[src/core/pndb_pkg.sv]
package pndb_pkg;
    localparam int DATA_W = 32;
    localparam int ADDR_W = 8;
    localparam int NUM_GROUPS = 4;
    localparam int GROUP_W = 4;
    localparam int SEL_W = 2;
    localparam int PAT_W = 16;
    localparam int BYTE_W = 8;
    localparam int NIB_W = 4;

    // Byte addresses of the register map
    localparam logic [ADDR_W-1:0] ADDR_TRIG_SEL = 8'h00;
    localparam logic [ADDR_W-1:0] ADDR_NON_OVERLAP = 8'h04;
    localparam logic [ADDR_W-1:0] ADDR_ENABLE = 8'h08;
    localparam logic [ADDR_W-1:0] ADDR_OUT_PAT = 8'h0C;
    localparam logic [ADDR_W-1:0] ADDR_NEXT_HIGH = 8'h10;
    localparam logic [ADDR_W-1:0] ADDR_NEXT_HIGH_LN = 8'h14;
    localparam logic [ADDR_W-1:0] ADDR_NEXT_LOW = 8'h18;
    localparam logic [ADDR_W-1:0] ADDR_NEXT_LOW_LN = 8'h1C;

    // Reset values and the read value of an unused nibble
    localparam logic [BYTE_W-1:0] TRIG_SEL_RST = 8'hFF;
    localparam logic [NIB_W-1:0] NON_OVERLAP_RST = 4'h0;
    localparam logic [PAT_W-1:0] ENABLE_RST = 16'h0000;
    localparam logic [PAT_W-1:0] OUT_PAT_RST = 16'h0000;
    localparam logic [BYTE_W-1:0] NEXT_RST = 8'h00;
    localparam logic [NIB_W-1:0] RESERVED_ONES = 4'hF;

    // Field positions: trigger-select groups, pattern high byte, upper nibble
    localparam int SEL_G0_LSB = 0;
    localparam int SEL_G1_LSB = 2;
    localparam int SEL_G2_LSB = 4;
    localparam int SEL_G3_LSB = 6;
    localparam int HIGH_LSB = 8;
    localparam int UPPER_LSB = 4;
endpackage

[src/core/pndb_trig_sel.sv]
`timescale 1ns/100ps
`default_nettype none
module pndb_trig_sel (
    input wire logic [pndb_pkg::SEL_W-1:0] sel,
    input wire logic non_overlap,
    input wire logic [pndb_pkg::NUM_GROUPS-1:0] compare_match_a,
    input wire logic [pndb_pkg::NUM_GROUPS-1:0] compare_match_b,
    output logic trig
);
    import pndb_pkg::*;

    always_comb begin
        // Match B only counts in non-overlapping operation
        trig = compare_match_a[sel] | (non_overlap & compare_match_b[sel]);
    end
endmodule
`default_nettype wire

[src/core/pndb_core.sv]
// Operation
// Two 8-bit next-pattern registers, high and low, hold data for next trigger.
// High register holds pattern bits 15..8, read/write, zero at reset.
// Low register holds pattern bits 7..0, read/write, zero at reset.
// Group trigger copies high next bits into matching output pattern bits.
// Group trigger copies low next bits into matching output pattern bits.
// Address mapping depends on whether paired groups share a trigger.
// Groups 2 and 3 sharing a trigger: all high bits at one address.
// Groups 2 and 3 split: bits 15..12 and 11..8 at separate addresses.
// Groups 0 and 1 sharing a trigger: all low bits at one address.
// Groups 0 and 1 split: bits 7..4 and 3..0 at separate addresses.
// Unused nibble in split views reads all ones, writes ignored.
// A bit transfers only when its enable is set; others keep value.
// Two-bit select per group picks timer channel 0..3 compare match.
// Normal mode triggers on match A; non-overlap on match A or B.
// Mapping chosen by comparing pair select fields, updated on every write.
`timescale 1ns/100ps
`default_nettype none
module pndb_core (
    input wire logic clk,
    input wire logic resetn,
    input wire logic psel,
    input wire logic penable,
    input wire logic pwrite,
    input wire logic [pndb_pkg::ADDR_W-1:0] paddr,
    input wire logic [pndb_pkg::DATA_W-1:0] pwdata,
    input wire logic [3:0] pstrb,
    input wire logic [pndb_pkg::NUM_GROUPS-1:0] compare_match_a,
    input wire logic [pndb_pkg::NUM_GROUPS-1:0] compare_match_b,
    output logic [pndb_pkg::DATA_W-1:0] prdata,
    output logic pready,
    output logic pslverr,
    output logic [pndb_pkg::PAT_W-1:0] pattern_out
);
    import pndb_pkg::*;

    logic [BYTE_W-1:0] trig_sel_r, trig_sel_nxt;
    logic [NIB_W-1:0] non_overlap_r, non_overlap_nxt;
    logic [PAT_W-1:0] enable_r, enable_nxt;
    logic [BYTE_W-1:0] next_high_r, next_high_nxt;
    logic [BYTE_W-1:0] next_low_r, next_low_nxt;
    logic [PAT_W-1:0] out_pat_r, out_pat_nxt;
    logic [DATA_W-1:0] prdata_r, prdata_nxt;
    logic pready_r, pready_nxt;
    logic pslverr_r, pslverr_nxt;
    logic [NUM_GROUPS-1:0] grp_trig;
    logic shared_high, shared_low;
    logic setup, wr;
    logic [BYTE_W-1:0] rd_byte;
    logic [PAT_W-1:0] rd_wide;
    logic rd_hit;
    logic [PAT_W-1:0] next_pat;

    // Nibble view: requested half in place, other half forced to ones
    function automatic logic [BYTE_W-1:0] nib_view(input logic [BYTE_W-1:0] d,
                                                   input logic upper);
        if (upper) begin
            nib_view = {d[BYTE_W-1:UPPER_LSB], RESERVED_ONES};
        end else begin
            nib_view = {RESERVED_ONES, d[NIB_W-1:0]};
        end
    endfunction

    function automatic logic same_trigger(input logic [BYTE_W-1:0] sel, input int lsb_a,
                                          input int lsb_b);
        same_trigger = (sel[lsb_a +: SEL_W] == sel[lsb_b +: SEL_W]);
    endfunction

    // Merge a write into a byte, in full or split nibble view
    function automatic logic [BYTE_W-1:0] merge_wr(input logic [BYTE_W-1:0] old,
                                                   input logic [BYTE_W-1:0] wd,
                                                   input logic shared, input logic lower_addr);
        if (shared) begin
            merge_wr = lower_addr ? old : wd;
        end else if (lower_addr) begin
            merge_wr = {old[BYTE_W-1:UPPER_LSB], wd[NIB_W-1:0]};
        end else begin
            merge_wr = {wd[BYTE_W-1:UPPER_LSB], old[NIB_W-1:0]};
        end
    endfunction

    for (genvar g = 0; g < NUM_GROUPS; g++) begin : g_trig
        pndb_trig_sel u_trig_sel (
            .sel(trig_sel_r[g*SEL_W +: SEL_W]),
            .non_overlap(non_overlap_r[g]),
            .compare_match_a(compare_match_a),
            .compare_match_b(compare_match_b),
            .trig(grp_trig[g])
        );
    end

    always_comb begin
        // Recomputed from the live select register, so any write retargets the map
        shared_high = same_trigger(trig_sel_r, SEL_G2_LSB, SEL_G3_LSB);
        shared_low = same_trigger(trig_sel_r, SEL_G0_LSB, SEL_G1_LSB);
    end

    assign setup = psel & ~penable;
    assign wr = psel & penable & pready_r & pwrite;
    assign next_pat = {next_high_r, next_low_r};

    // Read decode, evaluated in the setup cycle
    always_comb begin
        rd_byte = '0;
        rd_wide = '0;
        rd_hit = 1'b1;
        case (paddr)
            ADDR_TRIG_SEL: rd_byte = trig_sel_r;
            ADDR_NON_OVERLAP: rd_byte = {{(BYTE_W-NIB_W){1'b0}}, non_overlap_r};
            ADDR_ENABLE: rd_wide = enable_r;
            ADDR_OUT_PAT: rd_wide = out_pat_r;
            ADDR_NEXT_HIGH: rd_byte = shared_high ? next_high_r : nib_view(next_high_r, 1'b1);
            ADDR_NEXT_HIGH_LN: begin
                rd_hit = ~shared_high;
                rd_byte = shared_high ? '0 : nib_view(next_high_r, 1'b0);
            end
            ADDR_NEXT_LOW: rd_byte = shared_low ? next_low_r : nib_view(next_low_r, 1'b1);
            ADDR_NEXT_LOW_LN: begin
                rd_hit = ~shared_low;
                rd_byte = shared_low ? '0 : nib_view(next_low_r, 1'b0);
            end
            default: rd_hit = 1'b0;
        endcase
    end

    // Bus slave: no wait states, answer registered during setup
    always_comb begin
        pready_nxt = setup;
        prdata_nxt = '0;
        pslverr_nxt = 1'b0;
        if (setup) begin
            pslverr_nxt = ~rd_hit;
            if (!pwrite) begin
                prdata_nxt = {{(DATA_W-PAT_W){1'b0}}, rd_wide | {{(PAT_W-BYTE_W){1'b0}}, rd_byte}};
            end
        end
    end

    always_ff @(posedge clk) begin
        if (!resetn) begin
            pready_r <= 1'b0;
            prdata_r <= '0;
            pslverr_r <= 1'b0;
        end else begin
            pready_r <= pready_nxt;
            prdata_r <= prdata_nxt;
            pslverr_r <= pslverr_nxt;
        end
    end

    // Register writes and pattern transfer
    always_comb begin
        trig_sel_nxt = trig_sel_r;
        non_overlap_nxt = non_overlap_r;
        enable_nxt = enable_r;
        next_high_nxt = next_high_r;
        next_low_nxt = next_low_r;
        out_pat_nxt = out_pat_r;
        for (int i = 0; i < PAT_W; i++) begin
            // Trigger loads old next data even if a write lands in the same cycle
            if (grp_trig[i / GROUP_W] && enable_r[i]) begin
                out_pat_nxt[i] = next_pat[i];
            end
        end
        if (wr && pstrb[0]) begin
            case (paddr)
                ADDR_TRIG_SEL: trig_sel_nxt = pwdata[BYTE_W-1:0];
                ADDR_NON_OVERLAP: non_overlap_nxt = pwdata[NIB_W-1:0];
                ADDR_ENABLE: enable_nxt[BYTE_W-1:0] = pwdata[BYTE_W-1:0];
                ADDR_OUT_PAT: begin
                    // Only bits not under pulse output are software writable
                    for (int i = 0; i < BYTE_W; i++) begin
                        if (!enable_r[i]) begin
                            out_pat_nxt[i] = pwdata[i];
                        end
                    end
                end
                ADDR_NEXT_HIGH: next_high_nxt = merge_wr(next_high_r, pwdata[BYTE_W-1:0],
                                                         shared_high, 1'b0);
                ADDR_NEXT_HIGH_LN: next_high_nxt = merge_wr(next_high_r, pwdata[BYTE_W-1:0],
                                                            shared_high, 1'b1);
                ADDR_NEXT_LOW: next_low_nxt = merge_wr(next_low_r, pwdata[BYTE_W-1:0],
                                                       shared_low, 1'b0);
                ADDR_NEXT_LOW_LN: next_low_nxt = merge_wr(next_low_r, pwdata[BYTE_W-1:0],
                                                          shared_low, 1'b1);
                default: ;
            endcase
        end
        if (wr && pstrb[1]) begin
            if (paddr == ADDR_ENABLE) begin
                enable_nxt[PAT_W-1:HIGH_LSB] = pwdata[PAT_W-1:HIGH_LSB];
            end else if (paddr == ADDR_OUT_PAT) begin
                for (int i = HIGH_LSB; i < PAT_W; i++) begin
                    if (!enable_r[i]) begin
                        out_pat_nxt[i] = pwdata[i];
                    end
                end
            end
        end
    end

    always_ff @(posedge clk) begin
        if (!resetn) begin
            trig_sel_r <= TRIG_SEL_RST;
            non_overlap_r <= NON_OVERLAP_RST;
            enable_r <= ENABLE_RST;
            next_high_r <= NEXT_RST;
            next_low_r <= NEXT_RST;
            out_pat_r <= OUT_PAT_RST;
        end else begin
            trig_sel_r <= trig_sel_nxt;
            non_overlap_r <= non_overlap_nxt;
            enable_r <= enable_nxt;
            next_high_r <= next_high_nxt;
            next_low_r <= next_low_nxt;
            out_pat_r <= out_pat_nxt;
        end
    end

    assign prdata = prdata_r;
    assign pready = pready_r;
    assign pslverr = pslverr_r;
    assign pattern_out = out_pat_r;
endmodule
`default_nettype wire

[config.mk]
export PLATFORM = sky130hd
export DESIGN_NAME = pndb_core
export DESIGN_NICKNAME = d
export VERILOG_FILES = /design/src/core/pndb_pkg.sv /design/src/core/pndb_trig_sel.sv /design/src/core/pndb_core.sv
export SDC_FILE = /design/constraint.sdc
export NUM_CORES = 1
export LEC_CHECK = 0
export BUFFER_PORTS_ARGS = -buffer_cell sky130_fd_sc_hd__buf_2
export CORE_UTILIZATION = 30
export CTS_CLUSTER_SIZE = 30
export DETAILED_ROUTE_END_ITERATION = 12
export GPL_TIMING_DRIVEN = 0
export PLACE_DENSITY = 0.56
export SKIP_LAST_GASP = 1
export SYNTH_ARGS = -nofsm -noshare
export SYNTH_HDL_FRONTEND = slang
export SYNTH_SLANG_ARGS = --single-unit
[constraint.sdc]
create_clock -name clk -period 1.9 [get_ports clk]
set_input_delay 0.19 -clock clk [delete_from_list [all_inputs] [get_ports clk]]
set_output_delay 0.19 -clock clk [all_outputs]
set_load 0.05 [all_outputs]
# Word-level counts from Yosys, hierarchy flattened

Cells that the tools add are included.

$lt $le $gt $ge: 4
Reduce and logical (&&, ||, !) cells: 32
Multiplexer cells: 66
Equal/unequal tests: 13
Bitwise logic cells: 21

Operators by type and width:

| operator                                            | count |
|---|---|
| two-way mux 8 bit                                   | 7 |
| one-hot mux 8 bit (6 select lines)                  | 1 |
| two-way mux 1 bit                                   | 40 |
| equality test 8 x 5 -> 1 bit, second input constant | 4 |
| one-hot mux 16 bit (2 select lines)                 | 1 |
| one-hot mux 8 bit (2 select lines)                  | 2 |
| two-way mux 4 bit                                   | 6 |
| logical AND 1 bit                                   | 18 |
| binary-select mux 1 bit (select 2 bit)              | 8 |
| equality test 8 x 4 -> 1 bit, second input constant | 2 |
| OR 16 x 8 -> 16 bit                                 | 1 |
| < comparator 2 x 3 -> 1 bit, second input constant  | 4 |
| AND reduction 2 bit                                 | 5 |
| AND 1 bit                                           | 8 |
| equality test 8 x 3 -> 1 bit, second input constant | 1 |
| logical NOT 8 bit                                   | 1 |
| inequality test 2 bit, second input constant        | 4 |
| NOT 1 bit                                           | 8 |
| AND reduction 4 bit                                 | 2 |
| AND reduction 3 bit                                 | 2 |
| OR reduction 6 bit                                  | 1 |
| equality test 2 bit                                 | 2 |
| OR 1 bit                                            | 4 |
| nonzero test 2 bit                                  | 2 |
| other kinds (2)                                     | 2 |

Input port bits: 57
Word-level logic and storage cells: 149
Output and inout bits: 50
Register bits: 94

# Logic depth before layout (Yosys ltp)

Gate-level depths: netlist of run 1.

Depth after elaboration: 10
Depth in mapped cells: 8
Depth with buffers taken out: 5

# Hierarchy

From an unflattened synthesis of run 1, not the netlist that was laid out.

Cells, all modules: 403
Area total of the unflattened synthesis: 4066.4 µm²

By module, submodules not included:

| module        | seq. area each (µm²) | cells an instance | times used | area an instance (µm²) |
|---|---|---|---|---|
| pndb_core     | 1561.5               | 391               | 1          | 3856.2 |
| pndb_trig_sel | 0.0                  | 3                 | 4          | 52.6 |

# Least setup slack after synthesis of run 1

Ideal clock, no wire load.

Path kind: reg2reg
From: register pready_r (netlist: pready)
To: register out_pat_r[4] (netlist: pattern_out[4])
Arrival: 1.882 ns
Required time: 1.761 ns
Period minus slack after synthesis: 2.022 ns
Path buffers: 2
Cell stages (with the launch flop): 8
Setup slack: -0.122 ns
Path through: dfxtp_1 and4_1 clkbuf_1 nand2_2 or3_1 clkbuf_1 o21ai_0 a221oi_1

Cells in the longest elaborated chain, start to end: 4

Ends and longest elaborated chain:

| item                   | line             | source |
|---|---|---|
| start, declared        | pndb_core.sv:44  | `logic pready_r, pready_nxt;` |
| start signal, assigned | pndb_core.sv:145 | `pready_r <= pready_nxt;` |
| AND 1 bit (2 in a row) | pndb_core.sv:99  | `assign wr = psel & penable & pready_r & pwrite;` |
| logical AND 1 bit      | pndb_core.sv:165 | `if (wr && pstrb[0]) begin` |
| two-way mux 8 bit      | pndb_core.sv:165 |  |
| end signal, assigned   | pndb_core.sv:216 | `out_pat_r <= out_pat_nxt;` |
| end, declared          | pndb_core.sv:42  | `logic [PAT_W-1:0] out_pat_r, out_pat_nxt;` |

No other way between the ends.
A chain may end at the register's enable or synchronous reset.

# Worst setup path in the final report of run 1

From: register trig_sel_r[6]
To: register out_pat_r[15] (netlist: pattern_out[15])

Cells in the longest elaborated chain, start to end: 10
Elaborated cells on any way between the ends: 12

Ends and longest elaborated chain:

| item                                    | line                | source |
|---|---|---|
| start, declared                         | pndb_core.sv:37     | `logic [BYTE_W-1:0] trig_sel_r, trig_sel_nxt;` |
| start signal, assigned                  | pndb_core.sv:211    | `trig_sel_r <= trig_sel_nxt;` |
| binary-select mux 1 bit (select 2 bit)  | pndb_trig_sel.sv:14 | `trig = compare_match_a[sel] \| (non_overlap & compare_match_b[sel]);` |
| two-way mux 1 bit (implied by the code) | pndb_trig_sel.sv:14 |  |
| AND 1 bit                               | pndb_trig_sel.sv:14 |  |
| OR 1 bit *                              | pndb_trig_sel.sv:14 |  |
| logical AND 1 bit *                     | pndb_core.sv:161    | `if (grp_trig[i / GROUP_W] && enable_r[i]) begin` |
| two-way mux 1 bit *                     | pndb_core.sv:161    |  |
| two-way mux 1 bit                       | pndb_core.sv:194    | `if (!enable_r[i]) begin` |
| two-way mux 8 bit                       | pndb_core.sv:192    | `end else if (paddr == ADDR_OUT_PAT) begin` |
| two-way mux 8 bit                       | pndb_core.sv:190    | `if (paddr == ADDR_ENABLE) begin` |
| two-way mux 8 bit *                     | pndb_core.sv:189    | `if (wr && pstrb[1]) begin` |

Every way passes the cells marked *; elsewhere a longest branch is shown, timed or not. The select of a mux whose other input is x is not followed.

==> results.json, run 1 <==
{
  "fin_crit_ns": 1.82,
  "cp-start-kind": "flip-flop",
  "diodes": 0,
  "power_mw": 3.68,
  "total_leakage_power_nw": 2.06,
  "crit_path_end": "pattern_out[15]",
  "initial_core_util_pct": 30.8,
  "dp.cells": 714,
  "drt_iter0_drc": 221,
  "fin_area_mm2": 0.00506,
  "nNetsFinal": 602,
  "io_pins": 107,
  "critPathKind": "flip-flop to flip-flop",
  "post_layout_nonfiller_instances": 726,
  "synthTopCellsByArea": "dfxtp_1 38%, mux2i_1 11%, mux4_2 6.0%",
  "synth_top_area_cell": "dfxtp_1",
  "final-max-slew-violation-count": 0,
  "drive_above_1_share_pct": 29.5,
  "synth-edff-count": 0,
  "cp.arrival_ns": 2.06,
  "worstPathMaxFanout": 6,
  "crit_path_start": "trig_sel_r[6]",
  "r2r_cells": 4,
  "worstPathRequired_ns": 2.14,
  "worst_pin_slew_ns": 0.675,
  "ys_types": 49,
  "place_congestion": 0.869,
  "cts_max_level": 3,
  "maxSlewHeadroom_pct": 55.0,
  "drc": 0,
  "rsz0062_at_grt": "no",
  "grt.overflow.total": 0,
  "p_per_area_mw_per_mm2": 726,
  "cts.reportedPaths.clkPinSlew_ns": 0.07,
  "setup_viol_count_final": 0,
  "synth_most_common_cell": "dfxtp_1",
  "synth_cells": 454,
  "via_per_inst": 5.06,
  "wirelength_mm": 11.8,
  "peakVddDrop_v": 0.000428,
  "cts_tree": "done",
  "core_area_mm2": 0.0133,
  "whs_ns": 0.0957,
  "finalCritPeriodShare_pct": 95.9,
  "numPortBuffers": 69,
  "grtUsageTotal_pct": 17.3,
  "ys_ff_latch": 78,
  "max_freq_mhz": 549,
  "clockBufferDepth": 2,
  "area_growth_pct": 23.5,
  "hold_viol_final": 0,
  "route.vias.total": 3672,
  "finClkSkew_ns": 0.0110,
  "dpl-instance-area_mm2": 0.00472,
  "yosysWarnings": 0,
  "synthArstFlopShare_pct": 0,
  "rows": 42,
  "clock_sinks": 78,
  "wl_per_cell_um": 16.3,
  "insertion_delay_ns": 0.34,
  "grt_pass1_vias": 3627,
  "cts_buffers": 9,
  "end_kind": "flip-flop",
  "die_area_mm2": 0.0141,
  "grt_pass1_wl_mm": 18.9,
  "synthFlopType": "dfxtp_1",
  "die_h_um": 119,
  "status": "finished, final reports clean",
  "hold_path_class": "primary input to flip-flop",
  "reg2reg_slack_ns": 0.08,
  "cts-root-buf": "clkbuf_16",
  "dp.final_hpwl_mm": 9.25,
  "synth_area_mm2": 0.00410,
  "grt_start_max_net_pins": 18,
  "drt_first_pass_iters": 5,
  "regToRegEndpoint": "pattern_out[15]",
  "synth_top_area_share_pct": 38.1,
  "final_antenna_net_count": 0,
  "worstReg2RegStart": "trig_sel_r[6]",
  "max_cap_viol_count": 0,
  "antenna_found_initial": 0,
  "synth_common_cells": "78 x dfxtp_1, 54 x nand2_1, 46 x mux2i_1, 40 x nor2_1, 36 x o21ai_0",
  "finalSetupTns_ns": 0,
  "syn_avg_cell_area_um2": 9.03,
  "die_w_um": 119,
  "ys_seq_area_share_pct": 38.1
}
## sequential cells by signal (all words and copies together), names as in the netlist
signal / cells
non_overlap_r: 4
prdata: 16
pready: 1
next_high_r: 8
pslverr: 1
trig_sel_r: 8
next_low_r: 8
pattern_out: 16
enable_r: 16
## placed cells by master (no fill, tap or decap), types with 5 or more instances in the layout
cell,netlist,routed
buf_2,8,76
dfxtp_1,78,76
nand2_1,54,54
mux2i_1,46,46
nor2_1,40,40
o21ai_0,36,36
a21oi_1,32,32
nand3_1,18,18
buf_4,16,18
conb_1,1,16
mux2_2,14,14
clkbuf_1,16,11
mux4_2,11,11
clkbuf_16,0,9
a221oi_1,8,7
o21a_1,5,5
## worst min-delay path by stage
stage,start,end,slack (ns),cells past startpoint
6_report,pwdata[15],enable_r[15],0.1,3
2_1_floorplan,pwdata[4],trig_sel_r[4],0.31,2
5_1_grt,pwdata[11],enable_r[11],0.11,3
4_1_cts,pwdata[15],enable_r[15],0.09,3
3_5_place_dp,pwdata[11],enable_r[11],0.46,3
3_3_place_gp,pwdata[11],enable_r[11],0.45,3
## stage by stage
step	util, %	setup WS (ns)
2_1_floorplan	-	0.0493
3_3_place_gp	35.5	-0.133
3_5_place_dp	35.5	-0.188
4_1_cts	37.8	0.0433
5_1_grt	38.1	0.00383
6_report	38.1	0.0783
## worst max-delay path, stage by stage, from the launching register on
cell and delay (ns):
dfxtp_1 0.52, mux4_2 0.59, a21oi_4 0.29, mux2i_1 0.23
a21oi_1 0.08
## report_power, final
| part | total, mW | internal, mW | leakage [nW] | switching, mW |
|---|---|---|---|---|
| registers | 1.64 | 1.64 | 0.628 | 0.000587 |
| logic | 0.342 | 0.111 | 1.29 | 0.231 |
| clock network | 1.70 | 0.926 | 0.143 | 0.771 |
## what timing repair did
action,CTS,global route
hold endpoints to repair,0,0
gates resized for setup,2,9
hold buffers,0,0
endpoints found under the setup margin,32,30
pin swaps,0,2
buffers inserted,0,2
## area by class of cell
type	instances	area, µm²
Tap cell	176	220
Clock buffer	9	225
Clock inverter	7	67.6
Multi-Input combinational cell	341	2390
Timing Repair Buffer	71	360
Inverter	5	18.8
Fill cell	1354	8230
Buffer	39	220
Sequential cell	78	1560
## cells by family after synthesis
family | share of synthesized area (%)
mux | 21.1
compound gates | 14.5
xor+xnor | 1.71
flops | 38.1
buf+inv | 6.32
other cells | 0.0915
simple gates | 18.2
## routing by layer
| layer | part of all wire [%] | vias up | routed length [µm] | global-route usage (%) |
|---|---|---|---|---|
| met5 | 0 | - | 0 | 0 |
| met4 | 2.0 | 0 | 231 | 5.54 |
| met3 | 6.0 | 15 | 710 | 3.02 |
| met2 | 49 | 126 | 5770 | 29.3 |
| met1 | 43 | 1765 | 5140 | 22.2 |
| li1 | - | 1766 | - | - |
No activity file was read; power rests on OpenSTA's default activity.
==> inputs of run 2 (changes only) <==
==> constraint.sdc (replaced) <==
create_clock -name clk -period 1.9 [get_ports clk]
set_input_delay 0.19 -clock clk [delete_from_list [all_inputs] [get_ports clk]]
set_output_delay 0.19 -clock clk [all_outputs]
set_load 0.02 [all_outputs]
==> run 2 against run 1 <==
  * Core utilization shrank 0.26 points
  * Setup slack gained 0.017 ns
  * Sequential share of layout area grew 0.22 points
  * Clock skew shrank 0.0032 ns
  * Sequential power is essentially flat
  * Routed wire length shrank 0.53%
  * Flip-flop and latch count is the same
  * Critical path type unchanged
==> results.json, run 2 (synthesis results as in run 1) <==
{
  "status": "finished, final reports clean",
  "grt.overflow.total": 0,
  "via_per_inst": 4.94,
  "cts.reportedPaths.clkPinSlew_ns": 0.07,
  "final_antenna_net_count": 0,
  "min_from": "pwdata[15]",
  "cpPeakStageDelay_ns": 0.46,
  "wirelength_mm": 11.8,
  "numPortBuffers": 69,
  "clockBufferDepth": 2,
  "finalSetupTns_ns": 0,
  "reg2reg_slack_ns": 0.1,
  "hold_path_class": "primary input to flip-flop",
  "drt_iter0_drc": 222,
  "fin_crit_ns": 1.80,
  "final_common_cell": "buf_2",
  "clock_sinks": 78,
  "rows": 42,
  "p_per_area_mw_per_mm2": 718,
  "antenna_found_initial": 0,
  "whs_endpoint": "enable_r[15]",
  "cp-start-kind": "flip-flop",
  "die_h_um": 119,
  "die_area_mm2": 0.0141,
  "fin_area_mm2": 0.00503,
  "r2r_cells": 6,
  "worst_pin_slew_ns": 0.671,
  "worstPathMaxFanout": 6,
  "diodes": 0,
  "cp_slowest_cell": "a211oi_2",
  "maxSlewHeadroom_pct": 55.2,
  "cts_max_level": 3,
  "cp.arrival_ns": 2.01,
  "use_met3_pct": 3.74,
  "cts_tree": "done",
  "rsz0062_at_grt": "yes",
  "die_w_um": 119,
  "dpl-instance-area_mm2": 0.00472,
  "end_kind": "flip-flop",
  "dp.final_hpwl_mm": 9.19,
  "grt_pass1_wl_mm": 18.5,
  "core_area_mm2": 0.0133,
  "io_pins": 107,
  "insertion_delay_ns": 0.34,
  "finalCritPeriodShare_pct": 95.0,
  "whs_path_depth": 3,
  "path_cells": "clkbuf_2 > xor2_1 > o21ai_1 > a211oi_2 > mux2i_1 > nor2_1",
  "grt.met1_usage_pct": 21.9,
  "drive_above_1_share_pct": 29.1,
  "initial_core_util_pct": 30.8,
  "grt_start_max_net_pins": 17,
  "grt_busiest_layer": "met2",
  "cts-root-buf": "clkbuf_16",
  "nNetsFinal": 601,
  "worstReg2RegStart": "trig_sel_r[3]",
  "final-max-slew-violation-count": 0,
  "power_mw": 3.61,
  "route.vias.total": 3584,
  "place_congestion": 0.861,
  "wl_per_cell_um": 16.2,
  "final_cell_mix": "77 x buf_2, 76 x dfxtp_1, 54 x nand2_1, 46 x mux2i_1, 40 x nor2_1",
  "crit_path_start": "trig_sel_r[3]",
  "met2_usage_pct": 28.2,
  "max_cap_viol_count": 0,
  "drc": 0,
  "worstPathRequired_ns": 2.11,
  "cts_buffers": 9,
  "max_freq_mhz": 554,
  "peakVddDrop_v": 0.000468,
  "grtUsageTotal_pct": 16.9,
  "finClkSkew_ns": 0.00785,
  "drt_first_pass_iters": 4,
  "setup_viol_count_final": 0,
  "grt_pass1_vias": 3470,
  "fin_util_pct": 37.8,
  "critPathKind": "flip-flop to flip-flop",
  "area_growth_pct": 22.6,
  "total_leakage_power_nw": 2.04,
  "regToRegEndpoint": "next_low_r[1]",
  "hold_viol_final": 0
}
## run 2: changes by cell type in the layout (fill, tap and decap cells not counted)
| cell | change |
|---|---|
| a211oi_2 | +1 |
| a211oi_4 | -1 |
| a221oi_1 | +1 |
| a221oi_2 | -1 |
| buf_2 | +1 |
| clkbuf_1 | -1 |
| clkbuf_4 | -1 |
| clkinv_4 | +1 |
| inv_6 | +1 |
| inv_8 | -2 |
| nand2_2 | +1 |
| nand2_4 | -1 |
| or3_1 | +1 |
| or3_4 | -1 |
## run 2: cell type report
cell class | instances | area, µm²
Buffer | 38 | 214
Clock buffer | 9 | 225
Clock inverter | 7 | 62.6
Fill cell | 1366 | 8270
Inverter | 5 | 18.8
Multi-Input combinational cell | 341 | 2360
Sequential cell | 78 | 1560
Tap cell | 176 | 220
Timing Repair Buffer | 71 | 360
## run 2: critical path, delay by kind of cell (launching register included)
kind	cells	cell delay [ns]
xor gates and xnor gates	1	0.29
DFF	1	0.30
and+or+nand+nor	1	0.06
AOI/OAI and AO/OA	2	0.59
muxes	1	0.24
buffers and inverters	1	0.20
## run 2: through the flow
step	cells	setup WS, ns	hold WS [ns]
detailed placement	714	-0.187	0.456
floorplan	469	0.119	0.314
CTS	727	0.0224	0.0902
global route	725	-0.0435	0.105
finish	725	0.0954	0.0988
global placement	714	-0.139	0.451
## run 2: routing by layer
metal	up-vias	routed length (µm)	share of wire (%)
met2	98	5610	48
met1	1706	5430	46
met3	11	603	5.1
met5	-	0	0
met4	0	138	1.2
li1	1769	-	-
## run 2: power by group
part           switching [mW]  internal [mW]
clock network           0.761          0.915
logic                   0.185          0.111
registers            0.000645           1.64
total                   0.947           2.66
## run 2: worst max-delay path by stage
stage | endpoint | slack, ns | cells after the start
after floorplan | pattern_out[4] | 0.12 | 7
after global placement | pattern_out[15] | -0.14 | 5
after detailed placement | pattern_out[13] | -0.19 | 5
after CTS | pattern_out[10] | 0.02 | 4
after global routing | next_low_r[1] | -0.04 | 6
final | next_low_r[1] | 0.1 | 6
## run 2: timing repair
action,4_1_cts,5_1_grt
gates resized for setup,1,6
hold buffers,0,0
pin swaps,0,3
setup buffers,0,2
endpoints found under the setup margin,30,39
==> inputs of run 3 (changes only) <==
--- a/config.mk
+++ b/config.mk
@@ -11,6 +11,7 @@
 export DETAILED_ROUTE_END_ITERATION = 12
 export GPL_TIMING_DRIVEN = 0
 export PLACE_DENSITY = 0.56
+export REMOVE_ABC_BUFFERS = 1
 export SKIP_LAST_GASP = 1
 export SYNTH_ARGS = -nofsm -noshare
 export SYNTH_HDL_FRONTEND = slang
==> run 3 against run 2 <==
  * Cell area fell by 2.1%
  * Routed wire length barely moved
  * Count of clock-buffer cells in the layout rose by 3
  * Clock skew barely moved
  * Critical path type unchanged
  * Largest power group unchanged
  * Highest routed layer unchanged
==> results.json, run 3 (synthesis results as in run 1) <==
{
  "status": "finished, final reports clean",
  "finClkSkew_ns": 0.00799,
  "core_area_mm2": 0.0133,
  "drt_first_pass_iters": 5,
  "grt_start_max_net_pins": 45,
  "hold_viol_final": 0,
  "worst_pin_slew_ns": 0.660,
  "grt.overflow.total": 0,
  "die_h_um": 119,
  "p_switching_uw": 852,
  "final_antenna_net_count": 0,
  "numPortBuffers": 72,
  "hold_path_class": "primary input to flip-flop",
  "wl_per_cell_um": 17.0,
  "wirelength_mm": 11.8,
  "place_congestion": 0.808,
  "cts_tree": "done",
  "grtUsageTotal_pct": 17.2,
  "rows": 42,
  "cts_buffers": 9,
  "finalSetupTns_ns": 0,
  "drc": 0,
  "drive_above_1_share_pct": 28.0,
  "route.vias.total": 3515,
  "clock_sinks": 78,
  "cp-start-kind": "flip-flop",
  "cp.arrival_ns": 2.00,
  "rsz0062_at_grt": "yes",
  "die_w_um": 119,
  "cts_max_level": 3,
  "worstPathMaxFanout": 9,
  "finalCritPeriodShare_pct": 96.0,
  "final_common_cell": "dfxtp_1",
  "max_cap_viol_count": 0,
  "cts_hold_buf": 0,
  "setup_ws_ns": 0.0764,
  "insertion_delay_ns": 0.34,
  "share_comb_of_total_power_pct": 7.2,
  "max_freq_mhz": 548,
  "power_frac_seq_pct": 44.8,
  "cts.reportedPaths.clkPinSlew_ns": 0.06,
  "p_int_mw": 2.81,
  "clockBufferDepth": 2,
  "grt_pass1_vias": 3476,
  "worstPathRequired_ns": 2.08,
  "end_kind": "flip-flop",
  "fin_crit_ns": 1.82,
  "cts-root-buf": "clkbuf_16",
  "initial_core_util_pct": 30.8,
  "peakVddDrop_v": 0.000507,
  "setup_viol_count_final": 0,
  "p_clk_share_pct": 48.0,
  "p_per_area_mw_per_mm2": 743,
  "maxSlewHeadroom_pct": 55.9,
  "area_growth_pct": 20.1,
  "swShare_pct": 23.3,
  "die_area_mm2": 0.0141,
  "antenna_found_initial": 0,
  "place_ws_ns": -0.579,
  "fin_util_pct": 37.0,
  "fillers": 1357,
  "dp.final_hpwl_mm": 8.33,
  "via_per_inst": 5.06,
  "grt_pass1_wl_mm": 18.6,
  "final-max-slew-violation-count": 0,
  "drt_iter0_drc": 210,
  "final_cell_mix": "74 x dfxtp_1, 70 x buf_2, 54 x nand2_1, 46 x mux2i_1, 40 x nor2_1",
  "io_pins": 107,
  "total_leakage_power_nw": 1.99,
  "nNetsFinal": 570,
  "critPathKind": "flip-flop to flip-flop",
  "diodes": 0
}
-- run 3: cell types whose count changed in the layout (fill, tap and decap cells not counted), sizes merged --
cell / before / now
clkbuf: 20 / 13
bufinv: 0 / 1
clkinvlp: 1 / 0
clkinv: 2 / 4
inv: 9 / 4
buf: 98 / 77
-- run 3: final timing paths --
path / start / end / slack (ns) / depth (start not counted)
setup / recovery: pready / pattern_out[0] / 0.08 / 5
hold / removal: pwdata[8] / enable_r[8] / 0.10 / 3
setup reg to reg: pready / pattern_out[0] / 0.08 / 5
hold reg to reg: enable_r[13] / enable_r[13] / 0.48 / 2
-- run 3: cell type report --
cell class              instances  area (µm²)  area share, %
clock buffers                  12         256           5.21
clock inverters                 4        45.0          0.915
well taps                     176         220           4.47
repair buffers                 78         410           8.34
inverters                       5        20.0          0.407
flip-flops and latches         78        1570           31.8
multi-input cells             341        2400           48.8
-- run 3: power by group through the flow --
stage	combinational [mW]	clock, mW	sequential (mW)
2_1_floorplan	0.120	0	1.68
3_3_place_gp	0.249	0	1.67
3_5_place_dp	0.254	0	1.67
4_1_cts	0.263	1.79	1.64
5_1_grt	0.283	1.85	1.64
6_report	0.265	1.76	1.64
-- run 3: metal layers --
layer	routed length (µm)	global-route usage, %
met4	229	7.04
met3	703	4.36
met5	0	0
met1	5410	22.4
met2	5430	27.1
-- run 3: worst max-delay path, stage by stage, from the launching register on --
cell      delay (ns)
dfxtp_1         0.32
and4_1          0.34
nand2_2         0.28
or3_4           0.51
o21ai_0         0.10
a221oi_1        0.11
-- run 3: per-stage QoR --
step | hold slack (ns) | std cells | power [mW] | cell area [µm²]
finish | 0.105 | 694 | 3.66 | 4920
global route | 0.0991 | 694 | 3.77 | 4920
CTS | 0.0920 | 691 | 3.69 | 4860
detailed placement | 0.453 | 672 | 1.93 | 4500
global placement | 0.449 | 672 | 1.92 | 4500
floorplan | 0.262 | 424 | 1.80 | 3920
-- run 3: timing repair --
action,in CTS,in global routing
pin swaps,1,2
gates resized for setup,7,11
setup buffers,3,3
setup endpoints to repair,32,50
